==> src/shared/sch_pkg.sv <==
/*
 * Constants, register map and control layout of the synchronous serial
 * channel. Assumes a 16-bit register port addressed by word index.
 */
package sch_pkg;

    // ------------------------------------------------------------------
    // Sizes and rates
    // ------------------------------------------------------------------
    localparam int DW = 16;
    localparam int AW = 4;
    localparam int LEN_MIN = 2;
    localparam int LEN_MAX = 16;
    localparam int MCLK_HZ = 100_000_000;
    // Reference figures: module clock and the rate span it gives
    localparam int REF_HZ = 40_000_000;
    localparam int REF_MAX_BPS = 20_000_000;
    localparam int REF_MIN_MBPS = 305_180; // Milli-bit per second
    // Reload for the fastest rate: half the module clock
    localparam logic [15:0] BR_FASTEST = 16'(REF_HZ / (2 * REF_MAX_BPS) - 1);

    // ------------------------------------------------------------------
    // Register word indices
    // ------------------------------------------------------------------
    localparam logic [3:0] ADR_CTRL = 4'h0;
    localparam logic [3:0] ADR_BAUD = 4'h1;
    localparam logic [3:0] ADR_TX = 4'h2;
    localparam logic [3:0] ADR_RX = 4'h3;
    localparam logic [3:0] ADR_STAT = 4'h4;

    // ------------------------------------------------------------------
    // Status bit positions and reset values
    // ------------------------------------------------------------------
    localparam int ST_TXF = 0;
    localparam int ST_RXF = 1;
    localparam int ST_BUSY = 2;
    localparam int ST_ERR = 4; // te, re, pe, be in bits 4..7
    localparam logic [15:0] CTRL_RST = 16'h0007;
    localparam logic [15:0] BAUD_RST = 16'h0000;

    typedef struct packed {
        logic en;        // Channel enable
        logic ms;        // Master when set
        logic lb;        // Internal loop-back
        logic hd;        // Half-duplex, one shared data line
        logic swap;      // Exchange the two data pins
        logic hdtx;      // Half-duplex: drive the line
        logic [2:0] rsv;
        logic ph;        // Shift on leading edge when set
        logic po;        // Idle level of the shift clock
        logic msb;       // MSB first when set
        logic [3:0] lenm1; // Character length minus one, 0 also gives 2
    } sch_ctrl_t;

endpackage : sch_pkg

==> src/verilog/sch_baud.sv <==
/*
 * Baud rate divider: one-cycle tick every reload+1 module clocks.
 * Assumes en is low between transfers so each transfer starts aligned.
 */
`timescale 1ns/1ps
`default_nettype none

module sch_baud #(
    parameter int W = 16
) (
    input wire logic mclk,
    input wire logic rst,
    input wire logic en,
    input wire logic [W-1:0] reload,
    output logic tick
);

    logic [W-1:0] cnt_q;

    // Count up to the reload value, then wrap
    always_ff @(posedge mclk) begin
        if (rst || !en) begin
            cnt_q <= '0;
        end else if (cnt_q == reload) begin
            cnt_q <= '0;
        end else begin
            cnt_q <= cnt_q + 1'b1;
        end
    end

    assign tick = en && (cnt_q == reload); // RULE17

endmodule : sch_baud

`default_nettype wire

==> src/verilog/sch_channel.sv <==
/*
 * Synchronous serial channel: master or slave shift engine, register
 * port, error detectors and three event outputs.
 * Assumes the pins are asynchronous to mclk and a slave shift clock
 * well below a quarter of mclk.
 */
// Behaviour
// (RULE1) Master drives the shift clock; slave shifts with the external clock.
// (RULE2) Character length programmable from 2 to 16 bits.
// (RULE3) Each character goes LSB first or MSB first as selected.
// (RULE4) Shift clock idle level selectable low or high.
// (RULE5) Phase selects shift edge; latching uses the other edge.
// (RULE6) Full-duplex on two lines or half-duplex on one shared line.
// (RULE7) Baud generator spans half module clock down to 1/131072 of it.
// (RULE8) Separate transmit, receive and error event outputs.
// (RULE9) Transmit event when buffer empties, receive event when it fills.
// (RULE10) Buffer misuse errors flagged and reported on the error output.
// (RULE11) Phase and baud errors on incoming data flagged and reported.
// (RULE12) Loop-back feeds transmitted bits straight into the receiver.
// (RULE13) Clock plus two data lines, data pin roles configurable.
// (RULE14) Settings allow plain SPI operation toward peripherals.
// (RULE15) Reception into an unread buffer flags error and overwrites.
// (RULE16) Slave start without new data flags error and resends old data.
// (RULE17) Master clock is mclk divided by two times reload plus one.
`timescale 1ns/1ps
`default_nettype none

module sch_channel (
    input wire logic mclk,
    input wire logic rst,
    input wire logic [3:0] addr,
    input wire logic [15:0] wdata,
    input wire logic wr,
    input wire logic rd,
    output logic [15:0] rdata,
    input wire logic sclk_i,
    output logic sclk_o,
    output logic sclk_oe,
    input wire logic pin_a_i,
    output logic pin_a_o,
    output logic pin_a_oe,
    input wire logic pin_b_i,
    output logic pin_b_o,
    output logic pin_b_oe,
    output logic irq_tx,
    output logic irq_rx,
    output logic irq_err
);

    // ------------------------------------------------------------------
    // Helpers
    // ------------------------------------------------------------------
    function automatic logic [4:0] chlen(input logic [3:0] m1);
        return (m1 == 4'h0) ? 5'h02 : {1'b0, m1} + 5'h01;
    endfunction : chlen

    // Position of the n-th bit on the line
    function automatic logic [3:0] bidx(input logic [4:0] n,
                                        input logic [4:0] len,
                                        input logic msb);
        return msb ? 4'(len - n - 5'h01) : n[3:0]; // RULE3
    endfunction : bidx

    function automatic logic [15:0] put(input logic [15:0] v,
                                        input logic [3:0] i,
                                        input logic b);
        logic [15:0] r;
        r = v;
        r[i] = b;
        return r;
    endfunction : put

    function automatic logic [15:0] lmask(input logic [4:0] len);
        logic [16:0] m;
        m = (17'h00001 << len) - 17'h00001;
        return m[15:0];
    endfunction : lmask

    // ------------------------------------------------------------------
    // State
    // ------------------------------------------------------------------
    sch_pkg::sch_ctrl_t ctrl_q;
    logic [15:0] baud_q, txbuf_q, rxbuf_q, txsh_q, rxsh_q;
    logic tx_full_q, rx_full_q, busy_q, sclk_q, dout_q, done_q;
    logic [3:0] err_q, err_set;
    logic [4:0] bitn_q, bitn_nx, len;
    logic [2:0] sy1_q, sy2_q;
    logic sck3_q, pc_q, ps_q, tick;
    logic [17:0] gap_q, gap_lim;
    logic [15:0] hcnt_q;
    logic [5:0] ecnt_q;
    logic [15:0] txsrc;
    logic m_edge, s_edge, lvl, edge_e, lead, trail, start_m, start_s;
    logic act, lat, shf, fin, a_is_out, din, drv, be_set, pe_set;
    logic wr_ctrl, wr_baud, wr_tx, wr_stat, rd_rx;

    assign len = chlen(ctrl_q.lenm1); // RULE2
    assign wr_ctrl = wr && (addr == sch_pkg::ADR_CTRL);
    assign wr_baud = wr && (addr == sch_pkg::ADR_BAUD);
    assign wr_tx = wr && (addr == sch_pkg::ADR_TX);
    assign wr_stat = wr && (addr == sch_pkg::ADR_STAT);
    assign rd_rx = rd && (addr == sch_pkg::ADR_RX);

    // ------------------------------------------------------------------
    // Pin synchronisers
    // ------------------------------------------------------------------
    // Two stages, third stage only for slave clock edge detection
    always_ff @(posedge mclk) begin
        if (rst) begin
            sy1_q <= 3'h0;
            sy2_q <= 3'h0;
            sck3_q <= 1'b0;
        end else begin
            sy1_q <= {sclk_i, pin_b_i, pin_a_i};
            sy2_q <= sy1_q;
            sck3_q <= sy2_q[2];
        end
    end

    // Master clocks from the divider, slave from the pin
    sch_baud #(.W(16)) u_baud (
        .mclk(mclk),
        .rst(rst),
        .en(busy_q && ctrl_q.ms),
        .reload(baud_q),
        .tick(tick)
    ); // RULE7

    // ------------------------------------------------------------------
    // Edge classification
    // ------------------------------------------------------------------
    assign m_edge = busy_q && ctrl_q.ms && tick; // RULE1
    assign s_edge = ctrl_q.en && !ctrl_q.ms && (sy2_q[2] != sck3_q); // RULE1
    assign lvl = ctrl_q.ms ? ~sclk_q : sy2_q[2];
    assign edge_e = m_edge || s_edge;
    assign lead = edge_e && (lvl != ctrl_q.po);
    assign trail = edge_e && (lvl == ctrl_q.po);
    assign start_m = ctrl_q.en && ctrl_q.ms && !busy_q && tx_full_q;
    // Slave wakes on a leading edge; a stray trailing edge is ignored
    assign start_s = s_edge && lead && !busy_q;
    assign act = (busy_q && edge_e) || start_s;
    assign lat = act && (ctrl_q.ph ? trail : lead); // RULE5
    assign shf = act && (ctrl_q.ph ? lead : trail); // RULE5
    assign bitn_nx = bitn_q + {4'h0, lat};
    assign fin = act && trail && (bitn_nx == len);
    assign txsrc = busy_q ? txsh_q : txbuf_q;

    // Data pin roles: master sends on A, slave on B, swap exchanges them
    assign a_is_out = ctrl_q.ms ^ ctrl_q.swap; // RULE13 RULE14
    // Half-duplex listens on its own output pin
    assign din = ctrl_q.lb ? dout_q :
                 ((a_is_out ^ ctrl_q.hd) ? sy2_q[1] : sy2_q[0]); // RULE6 RULE12
    assign drv = ctrl_q.en && (!ctrl_q.hd || ctrl_q.hdtx); // RULE6

    // ------------------------------------------------------------------
    // Link error detectors
    // ------------------------------------------------------------------
    // Slack of twice the half period covers synchroniser jitter
    assign gap_lim = {1'b0, baud_q, 1'b0} + 18'h00002;
    assign be_set = busy_q && !ctrl_q.ms && (gap_q == gap_lim); // RULE11
    assign pe_set = pc_q && (din != ps_q); // RULE11

    always_ff @(posedge mclk) begin
        if (rst || !busy_q || edge_e) begin
            gap_q <= 18'h00000;
        end else begin
            gap_q <= gap_q + 18'h00001;
        end
    end

    // Slave data must still be stable one cycle after the latch edge
    always_ff @(posedge mclk) begin
        if (rst) begin
            pc_q <= 1'b0;
            ps_q <= 1'b0;
        end else begin
            pc_q <= lat && !ctrl_q.ms && !ctrl_q.lb;
            ps_q <= din;
        end
    end

    assign err_set = {be_set, pe_set,
                      done_q && rx_full_q, // RULE15
                      start_s && !tx_full_q}; // RULE16 RULE10

    // ------------------------------------------------------------------
    // Shift engine
    // ------------------------------------------------------------------
    always_ff @(posedge mclk) begin
        if (rst) begin
            busy_q <= 1'b0;
            bitn_q <= 5'h00;
            txsh_q <= 16'h0000;
            rxsh_q <= 16'h0000;
            dout_q <= 1'b0;
            sclk_q <= 1'b0;
            done_q <= 1'b0;
        end else begin
            done_q <= fin && !be_set;
            if (!ctrl_q.en || be_set) begin
                busy_q <= 1'b0; // Baud error aborts the character
                bitn_q <= 5'h00;
                sclk_q <= ctrl_q.po;
            end else if (start_m) begin
                busy_q <= 1'b1;
                txsh_q <= txbuf_q;
                rxsh_q <= 16'h0000;
                bitn_q <= 5'h00;
                // Fresh first bit: the idle copy may predate the last write
                dout_q <= txbuf_q[bidx(5'h00, len, ctrl_q.msb)]; // RULE3
            end else if (act) begin
                busy_q <= !fin;
                if (start_s) begin
                    txsh_q <= txbuf_q; // RULE16
                end
                if (m_edge) begin
                    sclk_q <= ~sclk_q; // RULE1
                end
                if (lat) begin
                    rxsh_q <= put(start_s ? 16'h0000 : rxsh_q,
                                  bidx(bitn_q, len, ctrl_q.msb), din);
                end
                bitn_q <= fin ? 5'h00 : bitn_nx;
                if (shf && !fin) begin
                    dout_q <= txsrc[bidx(bitn_q, len, ctrl_q.msb)];
                end
            end else if (!busy_q) begin
                sclk_q <= ctrl_q.po; // RULE4
                // First bit waits on the line before the first edge
                dout_q <= txbuf_q[bidx(5'h00, len, ctrl_q.msb)];
            end
        end
    end

    // ------------------------------------------------------------------
    // Registers
    // ------------------------------------------------------------------
    always_ff @(posedge mclk) begin
        if (rst) begin
            ctrl_q <= sch_pkg::CTRL_RST;
            baud_q <= sch_pkg::BAUD_RST;
            txbuf_q <= 16'h0000;
        end else begin
            if (wr_ctrl) begin
                ctrl_q <= wdata;
            end
            if (wr_baud) begin
                baud_q <= wdata;
            end
            if (wr_tx) begin
                txbuf_q <= wdata;
            end
        end
    end

    // Buffer flags: the set wins over a clear in the same cycle
    always_ff @(posedge mclk) begin
        if (rst) begin
            tx_full_q <= 1'b0;
            rx_full_q <= 1'b0;
            rxbuf_q <= 16'h0000;
            err_q <= 4'h0;
        end else begin
            if (wr_tx) begin
                tx_full_q <= 1'b1;
            end else if (start_m || start_s) begin
                tx_full_q <= 1'b0;
            end
            if (done_q) begin
                rx_full_q <= 1'b1;
                rxbuf_q <= rxsh_q; // RULE15
            end else if (rd_rx) begin
                rx_full_q <= 1'b0;
            end
            err_q <= err_set | (err_q &
                     ~(wr_stat ? wdata[sch_pkg::ST_ERR +: 4] : 4'h0));
        end
    end

    // Read data for one cycle only; unmapped words read zero
    always_ff @(posedge mclk) begin
        if (rst || !rd) begin
            rdata <= 16'h0000;
        end else if (addr == sch_pkg::ADR_CTRL) begin
            rdata <= ctrl_q;
        end else if (addr == sch_pkg::ADR_BAUD) begin
            rdata <= baud_q;
        end else if (addr == sch_pkg::ADR_TX) begin
            rdata <= txbuf_q;
        end else if (addr == sch_pkg::ADR_RX) begin
            rdata <= rxbuf_q;
        end else if (addr == sch_pkg::ADR_STAT) begin
            rdata <= {8'h00, err_q, 1'b0, busy_q, rx_full_q, tx_full_q};
        end else begin
            rdata <= 16'h0000;
        end
    end

    // ------------------------------------------------------------------
    // Outputs
    // ------------------------------------------------------------------
    // Clock and data both pass one flop, so their alignment is kept
    always_ff @(posedge mclk) begin
        if (rst) begin
            sclk_o <= 1'b0;
            sclk_oe <= 1'b0;
            pin_a_o <= 1'b0;
            pin_a_oe <= 1'b0;
            pin_b_o <= 1'b0;
            pin_b_oe <= 1'b0;
            irq_tx <= 1'b0;
            irq_rx <= 1'b0;
            irq_err <= 1'b0;
        end else begin
            sclk_o <= sclk_q;
            sclk_oe <= ctrl_q.en && ctrl_q.ms; // RULE1
            pin_a_o <= dout_q;
            pin_a_oe <= drv && a_is_out; // RULE13
            pin_b_o <= dout_q;
            pin_b_oe <= drv && !a_is_out; // RULE13
            irq_tx <= start_m || start_s; // RULE9 RULE8
            irq_rx <= done_q; // RULE9 RULE8
            irq_err <= |err_set; // RULE10 RULE11 RULE8
        end
    end

    // ------------------------------------------------------------------
    // Checks
    // ------------------------------------------------------------------
    // Helper counters for master timing
    always_ff @(posedge mclk) begin
        if (rst || start_m || m_edge || !busy_q) begin
            hcnt_q <= 16'h0000;
        end else begin
            hcnt_q <= hcnt_q + 16'h0001;
        end
    end

    always_ff @(posedge mclk) begin
        if (rst || start_m) begin
            ecnt_q <= 6'h00;
        end else if (m_edge) begin
            ecnt_q <= ecnt_q + 6'h01;
        end
    end
endmodule : sch_channel

`default_nettype wire

==> config.mk <==
export PLATFORM = sky130hd
export DESIGN_NAME = sch_channel
export DESIGN_NICKNAME = d
export VERILOG_FILES = /design/src/shared/sch_pkg.sv /design/src/verilog/sch_baud.sv /design/src/verilog/sch_channel.sv
export SDC_FILE = /design/constraint.sdc
export NUM_CORES = 1
export LEC_CHECK = 0
export BUFFER_PORTS_ARGS = -buffer_cell sky130_fd_sc_hd__buf_2
export CAP_MARGIN = 25
export CORE_UTILIZATION = 55
export CTS_CLUSTER_DIAMETER = 40
export DETAILED_ROUTE_END_ITERATION = 16
export PLACE_DENSITY = 0.76
export SLEW_MARGIN = 15
export SYNTH_ARGS = -nofsm -noshare
export SYNTH_HDL_FRONTEND = slang
export SYNTH_SLANG_ARGS = --single-unit
==> constraint.sdc <==
create_clock -name mclk -period 2.9 [get_ports mclk]
set_input_delay 0.58 -clock mclk [delete_from_list [all_inputs] [get_ports mclk]]
set_output_delay 0.58 -clock mclk [all_outputs]
set_load 0.05 [all_outputs]
**Word-level counts from Yosys, hierarchy flattened**

Cells that the tools add are included.

- Logic and storage cells: 189
- Output and inout bits: 25
- Bits of input ports: 27
- Bits in registers: 178

- $add $sub $neg: 8
- Order comparisons: 3
- Muxes and demuxes: 45
- Reduce and logical (&&, ||, !) cells: 70
- Bitwise operators: 7
- Equal/unequal tests: 16

Operators with widths:

| cell | count |
|---|---|
| 2-to-1 mux 16 bit | 12 |
| logical AND 1 bit | 35 |
| 2-to-1 mux 1 bit | 23 |
| adder 17 x 2 -> 18 bit (second input constant) | 1 |
| adder 18 x 1 -> 18 bit (second input constant) | 1 |
| == test 18 bit | 1 |
| adder 16 x 1 -> 16 bit (second input constant) | 1 |
| bitwise mux 16 bit | 1 |
| == test 16 bit | 1 |
| 2-to-1 mux 4 bit | 3 |
| AND reduction 3 bit | 4 |
| logical NOT 1 bit | 11 |
| < comparator 4 x 5 -> 1 bit (second input constant) | 2 |
| 2-to-1 mux 5 bit | 2 |
| nonzero test 2 bit | 5 |
| logical OR 1 bit | 9 |
| binary-select mux 1 bit (select 4 bit) | 2 |
| == test 4 x 2 -> 1 bit (second input constant) | 2 |
| logical NOT 4 bit | 2 |
| 2-to-1 mux 8 bit | 1 |
| subtractor 4 x 1 -> 4 bit (second input constant) | 2 |
| != test 3 x 1 -> 1 bit (second input constant) | 2 |
| != test 3 x 2 -> 1 bit (second input constant) | 2 |
| adder 4 x 1 -> 5 bit (second input constant) | 1 |
| 18 further kinds | 23 |

**Logic depth before layout (Yosys ltp)**

Gate-level depths: netlist of run 1.

- Word-level depth: 17
- Mapped depth: 15
- Gate-level depth less buffers: 15

**Hierarchy**

A second synthesis of run 1 with hierarchy kept.

- Cells, all modules: 1,066
- Area, all modules: 9,112.5 µm²

Modules (own cells, without submodules):

| module | instances | area each (µm²) | seq. area each (µm²) | cells an instance |
|---|---|---|---|---|
| sch_channel | 1 | 8,200.4 | 3,243.1 | 966 |
| sch_baud | 1 | 912.1 | 320.3 | 100 |

**Least setup slack after synthesis of run 1**

No wires, ideal clock.

- Path kind: flip-flop to flip-flop
- Start point: register ctrl_q[0] (netlist name)
- End point: register dout_q
- Cell stages (with the launch flop): 14
- Arrival: 3.048 ns
- Path slack: -0.249 ns
- Library setup time: 0.101 ns
- Period minus slack after synthesis: 3.149 ns
- Buffers on the path: 0
- Data required time: 2.799 ns
- Path through: dfxtp_1 -> inv_1 -> ha_1 -> nor3b_1 -> nor2_1 -> fa_1 -> xnor2_1 -> nand2_1 -> a21boi_0 -> nand3_1 -> a41oi_1 -> a21oi_1 -> and2_1 -> o41ai_1

- Longest elaborated chain between the ends: 10
- Elaborated cells on any way between the ends: 22
- Those cells by class: 4 x add/sub; 2 x eq/ne; 11 x mux; 5 x reduce/logical

RTL lines:

| element | RTL line | text |
|---|---|---|
| start: declaration | sch_channel.sv:82 | `sch_pkg::sch_ctrl_t ctrl_q;` |
| start signal: assignment | sch_channel.sv:240 | `ctrl_q <= sch_pkg::CTRL_RST;` |
| start signal: assignment | sch_channel.sv:245 | `ctrl_q <= wdata;` |
| adder 4 x 1 -> 5 bit or logical NOT 4 bit (tied branches) | sch_channel.sv:54 | `return (m1 == 4'h0) ? 5'h02 : {1'b0, m1} + 5'h01;` |
| 2-to-1 mux 5 bit (*) | sch_channel.sv:54 |  |
| subtractor 4 bit | sch_channel.sv:61 | `return msb ? 4'(len - n - 5'h01) : n[3:0];` |
| subtractor 4 x 1 -> 4 bit | sch_channel.sv:61 |  |
| 2-to-1 mux 4 bit | sch_channel.sv:61 |  |
| binary-select mux 1 bit (select 4 bit) | sch_channel.sv:225 | `dout_q <= txsrc[bidx(bitn_q, len, ctrl_q.msb)];` |
| 2-to-1 mux 1 bit (implied by the code) | sch_channel.sv:225 |  |
| 2-to-1 mux 1 bit | sch_channel.sv:224 | `if (shf && !fin) begin` |
| 2-to-1 mux 1 bit | sch_channel.sv:211 | `end else if (act) begin` |
| 2-to-1 mux 1 bit | sch_channel.sv:204 | `end else if (start_m) begin` |
| end signal: assignment | sch_channel.sv:210 | `dout_q <= txbuf_q[bidx(5'h00, len, ctrl_q.msb)];` |
| end signal: assignment | sch_channel.sv:225 |  |
| end signal: assignment | sch_channel.sv:230 | `dout_q <= txbuf_q[bidx(5'h00, len, ctrl_q.msb)];` |
| end: declaration | sch_channel.sv:84 | `logic tx_full_q, rx_full_q, busy_q, sclk_q, dout_q, done_q;` |

Mark *: on every way between the ends. The rest lies on a longest branch, timed or not. The select of a mux whose other input is x is not followed.
A chain may end at the register's enable or synchronous reset.

**Worst setup path after layout of run 1**

- Start point: register baud_q[4]
- End point: register dout_q

- Longest elaborated chain between the ends: 16
- Elaborated cells on any way between the ends: 30
- Those cells by class: 2 x add/sub; 5 x eq/ne; 4 x mux; 1 x bitwise; 18 x reduce/logical

RTL lines:

| element | RTL line | text |
|---|---|---|
| start: declaration | sch_channel.sv:83 | `logic [15:0] baud_q, txbuf_q, rxbuf_q, txsh_q, rxsh_q;` |
| start signal: assignment | sch_channel.sv:241 | `baud_q <= sch_pkg::BAUD_RST;` |
| start signal: assignment | sch_channel.sv:248 | `baud_q <= wdata;` |
| == test 16 bit | sch_baud.sv:31 | `assign tick = en && (cnt_q == reload);` |
| logical AND 1 bit | sch_baud.sv:31 |  |
| logical AND 1 bit | sch_channel.sv:132 | `assign m_edge = busy_q && ctrl_q.ms && tick;` |
| logical OR 1 bit | sch_channel.sv:135 | `assign edge_e = m_edge \|\| s_edge;` |
| logical AND 1 bit | sch_channel.sv:136 | `assign lead = edge_e && (lvl != ctrl_q.po);` |
| logical AND 1 bit (2 in series) | sch_channel.sv:140 | `assign start_s = s_edge && lead && !busy_q;` |
| logical OR 1 bit | sch_channel.sv:141 | `assign act = (busy_q && edge_e) \|\| start_s;` |
| logical AND 1 bit | sch_channel.sv:142 | `assign lat = act && (ctrl_q.ph ? trail : lead);` |
| adder 5 x 1 -> 5 bit | sch_channel.sv:144 | `assign bitn_nx = bitn_q + {4'h0, lat};` |
| == test 5 bit | sch_channel.sv:145 | `assign fin = act && trail && (bitn_nx == len);` |
| logical AND 1 bit | sch_channel.sv:145 |  |
| logical NOT 1 bit | sch_channel.sv:224 |  |
| logical AND 1 bit | sch_channel.sv:224 |  |
| != test 3 x 2 -> 1 bit (no line) | -- |  |
| AND reduction 3 bit (no line) | -- |  |

Several ways; a longest one is shown, not always the timed one.

==> key figures, run 1 <==
Critical path
  • Critical Path Slowest Stage Cell: dfxtp_2
  • Register-to-Register Path Depth: 16
  • CP Data Arrival Time: 3360 ps
  • Sum of buffers and inverters on the critical path: 2
  • Cell chain of the critical path: xnor2_2 -> nand4_1 -> nor4_2 -> buf_4 -> a21oi_4 -> nor3_4 -> ha_2 -> ha_4 -> buf_4 -> xnor2_1 -> xnor2_1 -> nor2_1 -> nand4_1 -> a31oi_2 -> o21ai_1 -> o41ai_2
  • CP Depth: 16
  • WS Path Type: register to register
  • Worst EP required: 3240 ps
  • CP max FO: 5
  • Crit path capture type: register
  • Worst path top cell family by delay: simple AND/OR/NAND/NOR gates
  • Max incr delay on CP: 340 ps
  • Startpoint Class: register

Clocking
  • Worst skew pair latency: 440 ps
  • Root buffer cell: clkbuf_16
  • CTS clk-pin slew, worst paths: 70 ps
  • Cts bufs inserted: 17
  • Hold buffer count at CTS: 0
  • Clk buf depth: 2
  • H-tree levels: 4
  • CTS tree: built
  • CTS Sinks: 178

Yosys
  • Most common flop cell mapped by yosys: dfxtp_1
  • Synth area leaders: dfxtp_1 (41%), nand2_1 (7.4%), mux4_2 (6.2%), a21oi_1 (5.7%), xnor2_1 (5.6%)
  • Mapped cell area: 8758 sq um
  • Post-synth EDFFs: 0
  • Post-synthesis register bit count: 178
  • Largest area contributor in the netlist: dfxtp_1
  • Syn_area_per_cell: 8.672 sq um
  • Most common cell in the netlist: dfxtp_1
  • Post-synth ARST share: 0
  • Cell variety after synth: 66
  • Sequential share of the synthesized area: 0.4069
  • Synthesized net count: 1048
  • YS warnings: 0
  • Synth Instances: 1010
  • Share of the synthesized area in the top cell type: 0.4069
  • Synth top cells by count: dfxtp_1 (178), nand2_1 (172), a21oi_1 (99), nor2_1 (99), xnor2_1 (56)

Layout
  • Area delta synth->final: 19.16%
  • Inserted Diodes: 0
  • Fraction of layout cells with a size suffix above 1: 0.2225
  • Filler cells: 1206
  • Design Area, Final: 10440 sq um
  • Final nets: 1126
  • Layout Cells excl Fill: 1312

Route
  • DRC viols: 0
  • WL final: 25260 um
  • Detail Route Antenna Nets: 0
  • DR pass1 iterations: 5
  • Vias per cell: 6.068
  • Via Count: 7961
  • Routed wire length per instance: 19.26 um
  • Initial drt markers: 989

STA
  • Worst hold margin: 358.4 ps
  • Layout Skew: 10.75 ps
  • Max Slew Vio Count: 0
  • Max Fclk: 330.9 MHz
  • Setup_tns: -510.5 ps
  • Fin crit share: 1.042
  • Setup Viol. Count Final: 11
  • Worst-Margin Slew: 761.7 ps
  • RSZ-0062 raised after global routing: true
  • Worst setup margin: -121.8 ps
  • Rel. slew slack: 0.4895
  • Minimum clock period: 3022 ps
  • Fin. Hold Viols: 0

Pwr
  • Sw Pwr: 0.001197 W
  • Pwr per Cell Area: 485.6 nW/um^2
  • Peak supply drop: 0.4423 mV
  • Clock power share: 0.460
  • Int Pwr: 0.003871 W
  • Comb pwr share: 0.052
  • Sw Ratio: 0.2363
  • Sequential power share: 0.488
  • Leak pwr: 3.680 nW

Job
  • Max Cap Violations: 0

Placed design
  • DP Cell Count: 1271
  • Detailed Place HPWL: 18010 um
  • Placed cell areas: 9518 sq um
  • PortBufs: 51
  • Routability Congestion: 0.9655

Global route
  • Global-route wire length before repair: 38960 um
  • Vias in the first global route: 7335
  • Overall routing resource usage: 0.3142
  • Largest net degree at the start of global routing: 53
  • Initial antenna violation count: 0
  • GR Overflow Total: 0

Floorplanning
  • I/O pins: 52
  • Core Footprint: 15370 sq um
  • DIE AREA: 16430 sq um
  • Core Rows: 45
  • Die height: 128.2 um
  • Starting Density: 0.5698
  • Die Span X: 128.2 um

Hold path
  • Worst hold path class: input pin to register
  • Hold depth: 2

Run status
  • Failing checks: setup timing
  • Status: finished, violations left
==> cells by family after synthesis <==
group           after synthesis  synth area share
compound gates              195            0.1404
xor+xnor                     80           0.08086
fa+ha+maj                    11           0.01657
buf+inv                      82           0.04171
flops                       178            0.4069
mux                          49           0.09057
simple gates                415            0.2230
==> sequential cells by signal (all words and copies together) (netlist names), 16 cells and up <==
register      cells
rxbuf_q          16
rdata            16
txbuf_q          16
baud_q           16
rxsh_q           16
gap_q            18
txsh_q           16
ctrl_q           16
u_baud.cnt_q     16
==> per-stage QoR <==
step                total power, W  setup slack [ps]    util
floorplan                 0.002676             5.787       -
global placement          0.002764             66.85  0.6185
detailed placement        0.002768            -11.61  0.6192
CTS                       0.005072            -9.292  0.6598
global route              0.005207            -330.2  0.6790
finish                    0.005068            -121.8  0.6790
==> routing by layer <==
layer,GRT usage,up-vias,routed length [um]
met3,0.05509,79,2237
li1,-,3678,-
met1,0.4205,3775,10400
met5,0,-,0
met4,0.1668,0,1025
met2,0.4846,429,11600
==> layout make-up <==
type,count,area (sq um),area share
clock buffers,20,446.7,0.04280
clock inverters,12,146.4,0.01403
inverters,18,67.56,0.006474
multi-input cells,751,5127,0.4913
flip-flops and latches,178,3576,0.3426
well taps,211,264.0,0.02530
repair buffers,122,808.3,0.07745
==> worst paths after layout <==
check	startpoint	endpoint	slack, ps
max	baud_q[4]	dout_q	-120
min	pin_b_i	sy1_q[1]	360
max reg2reg	baud_q[4]	dout_q	-120
min reg2reg	sy1_q[0]	sy2_q[0]	440
==> layout by cell type, fill, tap and decap left out, drive strengths merged, types with 23 or more instances in the layout <==
| cell type | netlist | final |
|---|---|---|
| o211ai | 24 | 24 |
| xnor2 | 56 | 56 |
| buf | 24 | 122 |
| a21oi | 99 | 99 |
| nor2 | 99 | 99 |
| mux4 | 24 | 24 |
| nand2 | 172 | 172 |
| nand3 | 39 | 39 |
| dfxtp | 178 | 178 |
| xor2 | 24 | 24 |
| mux2i | 23 | 23 |
==> power by group through the flow <==
stage	Combinational (W)	Sequential [W]	Clock, W
after floorplan	0.000151	0.00252	0
after global placement	0.000238	0.00253	0
after detailed placement	0.000241	0.00253	0
after CTS	0.000245	0.00247	0.00236
after global routing	0.000281	0.00247	0.00246
final	0.000264	0.00247	0.00233
==> worst reg2reg max path, stage by stage (launching register included) <==
cell and delay [ps]:
dfxtp_2 340, xnor2_2 200, nand4_1 130, nor4_2 250
buf_4 180, a21oi_4 70, nor3_4 190, ha_2 230
ha_4 150, buf_4 110, xnor2_1 130, xnor2_1 110
nor2_1 90, nand4_1 240, a31oi_2 320, o21ai_1 120
o41ai_2 70
==> what timing repair did <==
item,4_1_cts,5_1_grt
cloned,0,1
pin swaps,1,25
setup endpoints to repair,3,24
setup buffers,1,7
gates resized for setup,5,50
endpoints found under the hold margin,0,0
Note: power is estimated with default switching activity, not from simulation.
==> run 2: changes to the inputs <==
--- a/config.mk
+++ b/config.mk
@@ -5,6 +5,7 @@
 export SDC_FILE = /design/constraint.sdc
 export NUM_CORES = 1
 export LEC_CHECK = 0
+export ABC_AREA = 1
 export BUFFER_PORTS_ARGS = -buffer_cell sky130_fd_sc_hd__buf_2
 export CAP_MARGIN = 25
 export CORE_UTILIZATION = 55
==> key figures, run 2 <==
Floorplanning
  • Core Rows: 46 (was 45)
  • Core Footprint: 16120 sq um (was 15370 sq um)
  • Die Span X: 131.2 um (was 128.2 um)
  • Starting Density: 0.5697 (was 0.5698)
  • DIE AREA: 17210 sq um (was 16430 sq um)
  • I/O pins: 52 (unchanged)
  • Die height: 131.2 um (was 128.2 um)

Route
  • Routed wire length per instance: 15.53 um (was 19.26 um)
  • Metal3 WL: 2125 um (was 2237 um)
  • Vias per cell: 5.619 (was 6.068)
  • Top layer in use: met4 (unchanged)
  • WL met2: 11540 um (was 11600 um)
  • WL final: 26460 um (was 25260 um)
  • DR pass1 iterations: 5 (unchanged)
  • Initial drt markers: 1095 (was 989)
  • DRC viols: 0 (unchanged)
  • Met1 WL: 12030 um (was 10400 um)
  • Via Count: 9575 (was 7961)
  • Detail Route Antenna Nets: 0 (unchanged)

Layout
  • Fraction of layout cells with a size suffix above 1: 0.1781 (was 0.2225)
  • Inserted Diodes: 0 (unchanged)
  • Final nets: 1513 (was 1126)
  • Top reg by flops: gap_q (unchanged)
  • Most frequent cells in the layout: nand2_1 (313), inv_1 (170), dfxtp_1 (156) (was nand2_1 (171), dfxtp_1 (170), a21oi_1 (94))
  • Most common cell after layout, fill and taps aside: nand2_1 (unchanged)
  • Register area: 3596 sq um (was 3576 sq um)
  • Max reg flops: 18 (unchanged)
  • Multi-input logic area: 4792 sq um (was 5127 sq um)
  • Layout Cells excl Fill: 1704 (was 1312)
  • Filler cells: 1424 (was 1206)
  • Area delta synth->final: 19.41% (was 19.16%)

STA
  • Worst-Margin Slew: 873.6 ps (was 761.7 ps)
  • Setup Viol. Count Final: 0 (was 11)
  • RSZ-0062 raised after global routing: true (unchanged)
  • Layout Skew: 5.721 ps (was 10.75 ps)
  • Fin. Hold Viols: 0 (unchanged)
  • Minimum clock period: 2749 ps (was 3022 ps)
  • Rel. slew slack: 0.4140 (was 0.4895)
  • Fin crit share: 0.9479 (was 1.042)
  • Worst setup margin: 151.2 ps (was -121.8 ps)
  • Max Slew Vio Count: 0 (unchanged)
  • Max Fclk: 363.8 MHz (was 330.9 MHz)
  • Worst hold margin: 353.6 ps (was 358.4 ps)

Yosys
  • Post-synth EDFFs: 0 (unchanged)
  • Cell variety after synth: 48 (was 66)
  • Synthesized net count: 1403 (was 1048)
  • Post-synthesis register bit count: 178 (unchanged)
  • Largest area contributor in the netlist: dfxtp_1 (unchanged)
  • Most common flop cell mapped by yosys: dfxtp_1 (unchanged)
  • Sequential share of the synthesized area: 0.3881 (was 0.4069)
  • Synth Instances: 1365 (was 1010)
  • Mapped cell area: 9181 sq um (was 8758 sq um)
  • Synth top cells by count: nand2_1 (320), inv_1 (183), dfxtp_1 (178) (was dfxtp_1 (178), nand2_1 (172), a21oi_1 (99), nor2_1 (99), xnor2_1 (56))
  • Syn_area_per_cell: 6.726 sq um (was 8.672 sq um)
  • Synth area leaders: dfxtp_1 (39%), nand2_1 (13%), inv_1 (7.5%), a21oi_1 (7.1%), o21ai_0 (6.8%) (was dfxtp_1 (41%), nand2_1 (7.4%), mux4_2 (6.2%), a21oi_1 (5.7%), xnor2_1 (5.6%))
  • Post-synth ARST share: 0 (unchanged)
  • Most common cell in the netlist: nand2_1 (was dfxtp_1)
  • YS warnings: 0 (unchanged)
  • Share of the synthesized area in the top cell type: 0.3881 (was 0.4069)

Global route
  • Largest net degree at the start of global routing: 48 (was 53)
  • Vias in the first global route: 8411 (was 7335)
  • GR Overflow Total: 0 (unchanged)
  • Overall routing resource usage: 0.3067 (was 0.3142)
  • Global-route wire length before repair: 42300 um (was 38960 um)
  • Initial antenna violation count: 0 (unchanged)

Critical path
  • Crit path capture type: register (unchanged)
  • Max incr delay on CP: 350 ps (was 340 ps)
  • CP max FO: 5 (unchanged)
  • Worst path top cell family by delay: simple AND/OR/NAND/NOR gates (unchanged)
  • Critical Path Slowest Stage Cell: dfxtp_2 (unchanged)
  • WS Path Type: register to register (unchanged)
  • CP Data Arrival Time: 3060 ps (was 3360 ps)
  • Cell chain of the critical path: nand2_1 -> o21ai_1 -> or2_2 -> nand2_4 -> xor2_4 -> nand3_2 -> inv_2 -> ha_4 -> ha_4 -> nand3_2 -> xor2_2 -> nor2_1 -> nor2_1 -> nand2_1 -> nor2_2 -> nand2_2 -> buf_6 -> nand3_1 -> a21oi_1 (was xnor2_2 -> nand4_1 -> nor4_2 -> buf_4 -> a21oi_4 -> nor3_4 -> ha_2 -> ha_4 -> buf_4 -> xnor2_1 -> xnor2_1 -> nor2_1 -> nand4_1 -> a31oi_2 -> o21ai_1 -> o41ai_2)
  • Sum of buffers and inverters on the critical path: 2 (unchanged)
  • Startpoint Class: register (unchanged)
  • Worst EP required: 3210 ps (was 3240 ps)

Clocking
  • CTS tree: built (unchanged)
  • Clk buf depth: 2 (unchanged)
  • Worst skew pair latency: 430 ps (was 440 ps)
  • CTS clk-pin slew, worst paths: 70 ps (about the same)
  • Cts bufs inserted: 17 (unchanged)
  • H-tree levels: 4 (unchanged)
  • Root buffer cell: clkbuf_16 (unchanged)
  • CTS Sinks: 178 (unchanged)

Placed design
  • DP Cell Count: 1664 (was 1271)
  • Detailed Place HPWL: 19100 um (was 18010 um)
  • Dpl ws: -15.43 ps (was -11.61 ps)
  • PortBufs: 51 (unchanged)
  • Routability Congestion: 0.9673 (was 0.9655)

Pwr
  • Peak supply drop: 0.4535 mV (was 0.4423 mV)
  • Leak pwr: 4.680 nW (was 3.680 nW)
  • Pwr per Cell Area: 471.8 nW/um^2 (was 485.6 nW/um^2)

Job
  • Max Cap Violations: 0 (unchanged)

Run status
  • Status: finished clean (was finished, violations left)

Hold path
  • Worst hold path class: input pin to register (unchanged)
## run 2: cell types whose count changed after synthesis, sizes merged, moves of 23 or more
cell / change
mux4: -24
nand4: +42
nand3: +30
nand2: +152
mux2i: -23
inv: +168
xnor2: -50
o21ai: +115
a21oi: +32
## run 2: routing by layer
metal,vias up,global-route usage
li1,4714,-
met4,0,0.1131
met5,-,0
met3,61,0.05054
met1,4377,0.4354
met2,423,0.4651
## run 2: path summary, 6_finish.rpt
check | from | end | slack, ps | cells past startpoint
min reg2reg | sy1_q[1] | sy2_q[1] | 400 | 2
max | ctrl_q[14] | bitn_q[2] | 150 | 19
max reg2reg | ctrl_q[14] | bitn_q[2] | 150 | 19
min | pin_b_i | sy1_q[1] | 350 | 3
## run 2: layout make-up
class	count	area share
clock buffers	23	0.04268
repair buffers	147	0.09165
clock inverters	9	0.01187
well taps	216	0.02465
inverters	187	0.06403
multi-input cells	944	0.4371
flip-flops and latches	178	0.3280
## run 2: report_power, final
part           total [W]  leakage [nW]  internal, W  switching, W
clock            0.00236         0.291      0.00140      0.000959
combinational   0.000332          2.94     0.000111      0.000221
sequential       0.00248          1.45      0.00247     0.0000145
## run 2: logic make-up (layout without fill, tap and decap cells)
family | Yosys count | in the layout | share of synthesized area
DFF | 178 | 178 | 0.3881
buffers and inverters | 243 | 366 | 0.1055
adders and majority gates | 11 | 11 | 0.01581
AOI/OAI and AO/OA | 304 | 304 | 0.1802
xor gates and xnor gates | 21 | 21 | 0.02003
and+or+nand+nor | 608 | 608 | 0.2904
## run 2: stage by stage
step	setup TNS (ps)	area [sq um]	total power, W	util
after floorplan	0	9181	0.002722	-
after global placement	-1.483	10130	0.002843	0.6283
after detailed placement	-15.43	10130	0.002847	0.6283
after CTS	0	10740	0.005176	0.6663
after global routing	-205.0	10960	0.005333	0.6803
final	0	10960	0.005173	0.6803
## run 2: timing repair
item,4_1_cts,5_1_grt
buffers inserted,1,7
hold buffers,0,0
endpoints found under the hold margin,0,0
cloned,0,0
pin swaps,1,28
setup endpoints to repair,5,24
resized for setup,5,69
## run 2: worst reg2reg max path, delay by kind of cell, from the launching register on
kind                     cells  cell delay (ps)
AND/OR/NAND/NOR             11             1260
XOR/XNOR                     2              360
flip-flops                   1              350
adder cells (fa/ha/maj)      2              270
buffers and inverters        2              240
AO/OA/AOI/OAI                2              150
==> run 3: changes to the inputs <==
--- a/config.mk
+++ b/config.mk
@@ -8,6 +8,7 @@
 export ABC_AREA = 1
 export BUFFER_PORTS_ARGS = -buffer_cell sky130_fd_sc_hd__buf_2
 export CAP_MARGIN = 25
+export CORE_ASPECT_RATIO = 2
 export CORE_UTILIZATION = 55
 export CTS_CLUSTER_DIAMETER = 40
 export DETAILED_ROUTE_END_ITERATION = 16
==> key figures, run 3 (same netlist as run 2, synthesis figures left out) <==
Floorplanning
  • Core Rows: 66 (was 46)
  • I/O pins: 52 (unchanged)
  • Die Span X: 93.36 um (was 131.2 um)
  • DIE AREA: 17250 sq um (was 17210 sq um)
  • Die height: 184.7 um (was 131.2 um)
  • Starting Density: 0.5644 (was 0.5697)
  • Core Footprint: 16270 sq um (was 16120 sq um)

Critical path
  • Startpoint Class: register (unchanged)
  • CP Data Arrival Time: 3120 ps (was 3060 ps)
  • Crit path capture type: register (unchanged)
  • Cell chain of the critical path: inv_1 -> ha_1 -> nand3_2 -> nand2_2 -> inv_2 -> ha_2 -> inv_1 -> fa_1 -> nand2_2 -> o21ai_4 -> nor2_2 -> buf_4 -> a22oi_1 -> nand2_1 -> nand2_1 -> nand2_1 -> nand2_1 -> nand2_1 -> nand2_1 -> nand2_1 -> nor2_1 -> nor2_1 (was nand2_1 -> o21ai_1 -> or2_2 -> nand2_4 -> xor2_4 -> nand3_2 -> inv_2 -> ha_4 -> ha_4 -> nand3_2 -> xor2_2 -> nor2_1 -> nor2_1 -> nand2_1 -> nor2_2 -> nand2_2 -> buf_6 -> nand3_1 -> a21oi_1)
  • End of the critical path: dout_q (was bitn_q[2])
  • Reg-to-Reg Start: ctrl_q[0] (was ctrl_q[14])
  • Sum of buffers and inverters on the critical path: 4 (was 2)
  • Crit path launch: ctrl_q[0] (was ctrl_q[14])
  • Worst EP required: 3240 ps (was 3210 ps)
  • CP Depth: 22 (was 19)
  • R2R Setup Slk: 120 ps (was 150 ps)
  • Most Frequent Cell on Critical Path: nand2_1
  • WS Path Type: register to register (unchanged)
  • Max incr delay on CP: 490 ps (was 350 ps)
  • CP max FO: 4 (was 5)
  • Critical Path Slowest Stage Cell: fa_1 (was dfxtp_2)
  • Register-to-Register Path Depth: 22 (was 19)
  • Reg-to-reg endpoint: dout_q (was bitn_q[2])
  • Worst path top cell family by delay: simple AND/OR/NAND/NOR gates (unchanged)

Route
  • DR pass1 iterations: 6 (was 5)
  • Vias per cell: 5.700 (was 5.619)
  • DRC viols: 0 (unchanged)
  • Routed wire length per instance: 16.80 um (was 15.53 um)
  • Via Count: 9690 (was 9575)
  • Initial drt markers: 643 (was 1095)
  • Detail Route Antenna Nets: 0 (unchanged)
  • WL final: 28550 um (was 26460 um)

Global route
  • GR Overflow Total: 0 (unchanged)
  • Overall routing resource usage: 0.3403 (was 0.3067)
  • Initial antenna violation count: 0 (unchanged)
  • Largest net degree at the start of global routing: 61 (was 48)
  • Global-route wire length before repair: 44570 um (was 42300 um)
  • Vias in the first global route: 9071 (was 8411)

Layout
  • Area delta synth->final: 20.35% (was 19.41%)
  • Layout Cells excl Fill: 1700 (was 1704)
  • Top reg by flops: gap_q (unchanged)
  • Max reg flops: 18 (unchanged)
  • Most common cell after layout, fill and taps aside: nand2_1 (unchanged)
  • Design Area, Final: 11050 sq um (was 10960 sq um)
  • Final nets: 1522 (was 1513)
  • Fraction of layout cells with a size suffix above 1: 0.1832 (was 0.1781)
  • Inserted Diodes: 0 (unchanged)
  • Most frequent cells in the layout: nand2_1 (310), inv_1 (178), dfxtp_1 (155) (was nand2_1 (313), inv_1 (170), dfxtp_1 (156))

Clocking
  • Cts bufs inserted: 17 (unchanged)
  • H-tree levels: 4 (unchanged)
  • Root buffer cell: clkbuf_16 (unchanged)
  • CTS clk-pin slew, worst paths: 70 ps (about the same)
  • CTS Sinks: 178 (unchanged)
  • Worst skew pair latency: 440 ps (was 430 ps)
  • CTS tree: built (unchanged)
  • Clk buf depth: 2 (unchanged)

Placed design
  • DP Cell Count: 1667 (was 1664)
  • Dpl ws: -114.9 ps (was -15.43 ps)
  • PortBufs: 51 (unchanged)
  • Routability Congestion: 0.9792 (was 0.9673)
  • Detailed Place HPWL: 21690 um (was 19100 um)
  • Placed cell areas: 10250 sq um (was 10130 sq um)

STA
  • Max Fclk: 359.4 MHz (was 363.8 MHz)
  • Rel. slew slack: 0.3801 (was 0.4140)
  • Setup_tns: 0 ps (unchanged)
  • Worst setup margin: 117.2 ps (was 151.2 ps)
  • Setup Viol. Count Final: 0 (unchanged)
  • Layout Skew: 11.18 ps (was 5.721 ps)
  • Fin crit share: 0.9596 (was 0.9479)
  • Max Slew Vio Count: 0 (unchanged)
  • RSZ-0062 raised after global routing: true (unchanged)
  • Minimum clock period: 2783 ps (was 2749 ps)
  • Fin. Hold Viols: 0 (unchanged)
  • Worst-Margin Slew: 922.1 ps (was 873.6 ps)

Run status
  • Status: finished clean (unchanged)

Hold path
  • Worst hold path class: input pin to register (unchanged)
  • Hold depth: 3 (unchanged)

Pwr
  • Pwr per Cell Area: 464.6 nW/um^2 (was 471.8 nW/um^2)
  • Leak pwr: 4.734 nW (was 4.680 nW)
  • Total power draw: 0.005133 W (was 0.005173 W)
  • Peak supply drop: 0.3937 mV (was 0.4535 mV)

Job
  • Max Cap Violations: 0 (unchanged)
## run 3: how the worst min path moves through the flow
stage / startpoint / to / slack, ps
after floorplan: sy1_q[0] / sy2_q[0] / 390
after global routing: pin_a_i / sy1_q[0] / 340
after global placement: sy1_q[1] / sy2_q[1] / 390
after detailed placement: sy1_q[1] / sy2_q[1] / 400
final: pin_a_i / sy1_q[0] / 340
after CTS: pin_a_i / sy1_q[0] / 340
## run 3: final cells by class
| type | instances | area, sq um |
|---|---|---|
| fill | 1433 | 5219 |
| multi-input combinational | 944 | 4825 |
| sequential | 178 | 3592 |
| timing repair buffer | 156 | 1101 |
| inverter | 187 | 701.9 |
| clock buffer | 19 | 442.9 |
| tap | 204 | 255.2 |
| clock inverter | 12 | 131.4 |
## run 3: power breakdown
group          internal (W)  total, W  switching (W)  leakage (nW)
logic              0.000118  0.000346       0.000228          3.00
registers           0.00247   0.00248      0.0000145          1.45
clock network       0.00129   0.00231        0.00101         0.284
total               0.00388   0.00513        0.00126          4.73
## run 3: timing repair
action	in CTS	in global routing
resized for setup	9	63
buffers inserted	0	2
endpoints found under the setup margin	7	24
pin swaps	0	15
hold buffers	0	0
## run 3: routing by layer
metal / routed length (um) / GRT usage / part of all wire
met5: 0 / 0 / 0
met4: 2169 / 0.2548 / 0.076
met3: 1427 / 0.05569 / 0.050
met2: 15320 / 0.6406 / 0.54
met1: 9638 / 0.3191 / 0.34
## run 3: worst min-delay path: stages
cell    delay (ps)
buf_2           80
inv_1           30
nor2_1          60
## run 3: through the flow
stage / util / hold slack (ps)
2_1_floorplan: - / 388.3
3_3_place_gp: 0.6295 / 392.4
3_5_place_dp: 0.6302 / 402.8
4_1_cts: 0.6670 / 338.9
5_1_grt: 0.6792 / 344.5
6_report: 0.6792 / 342.2
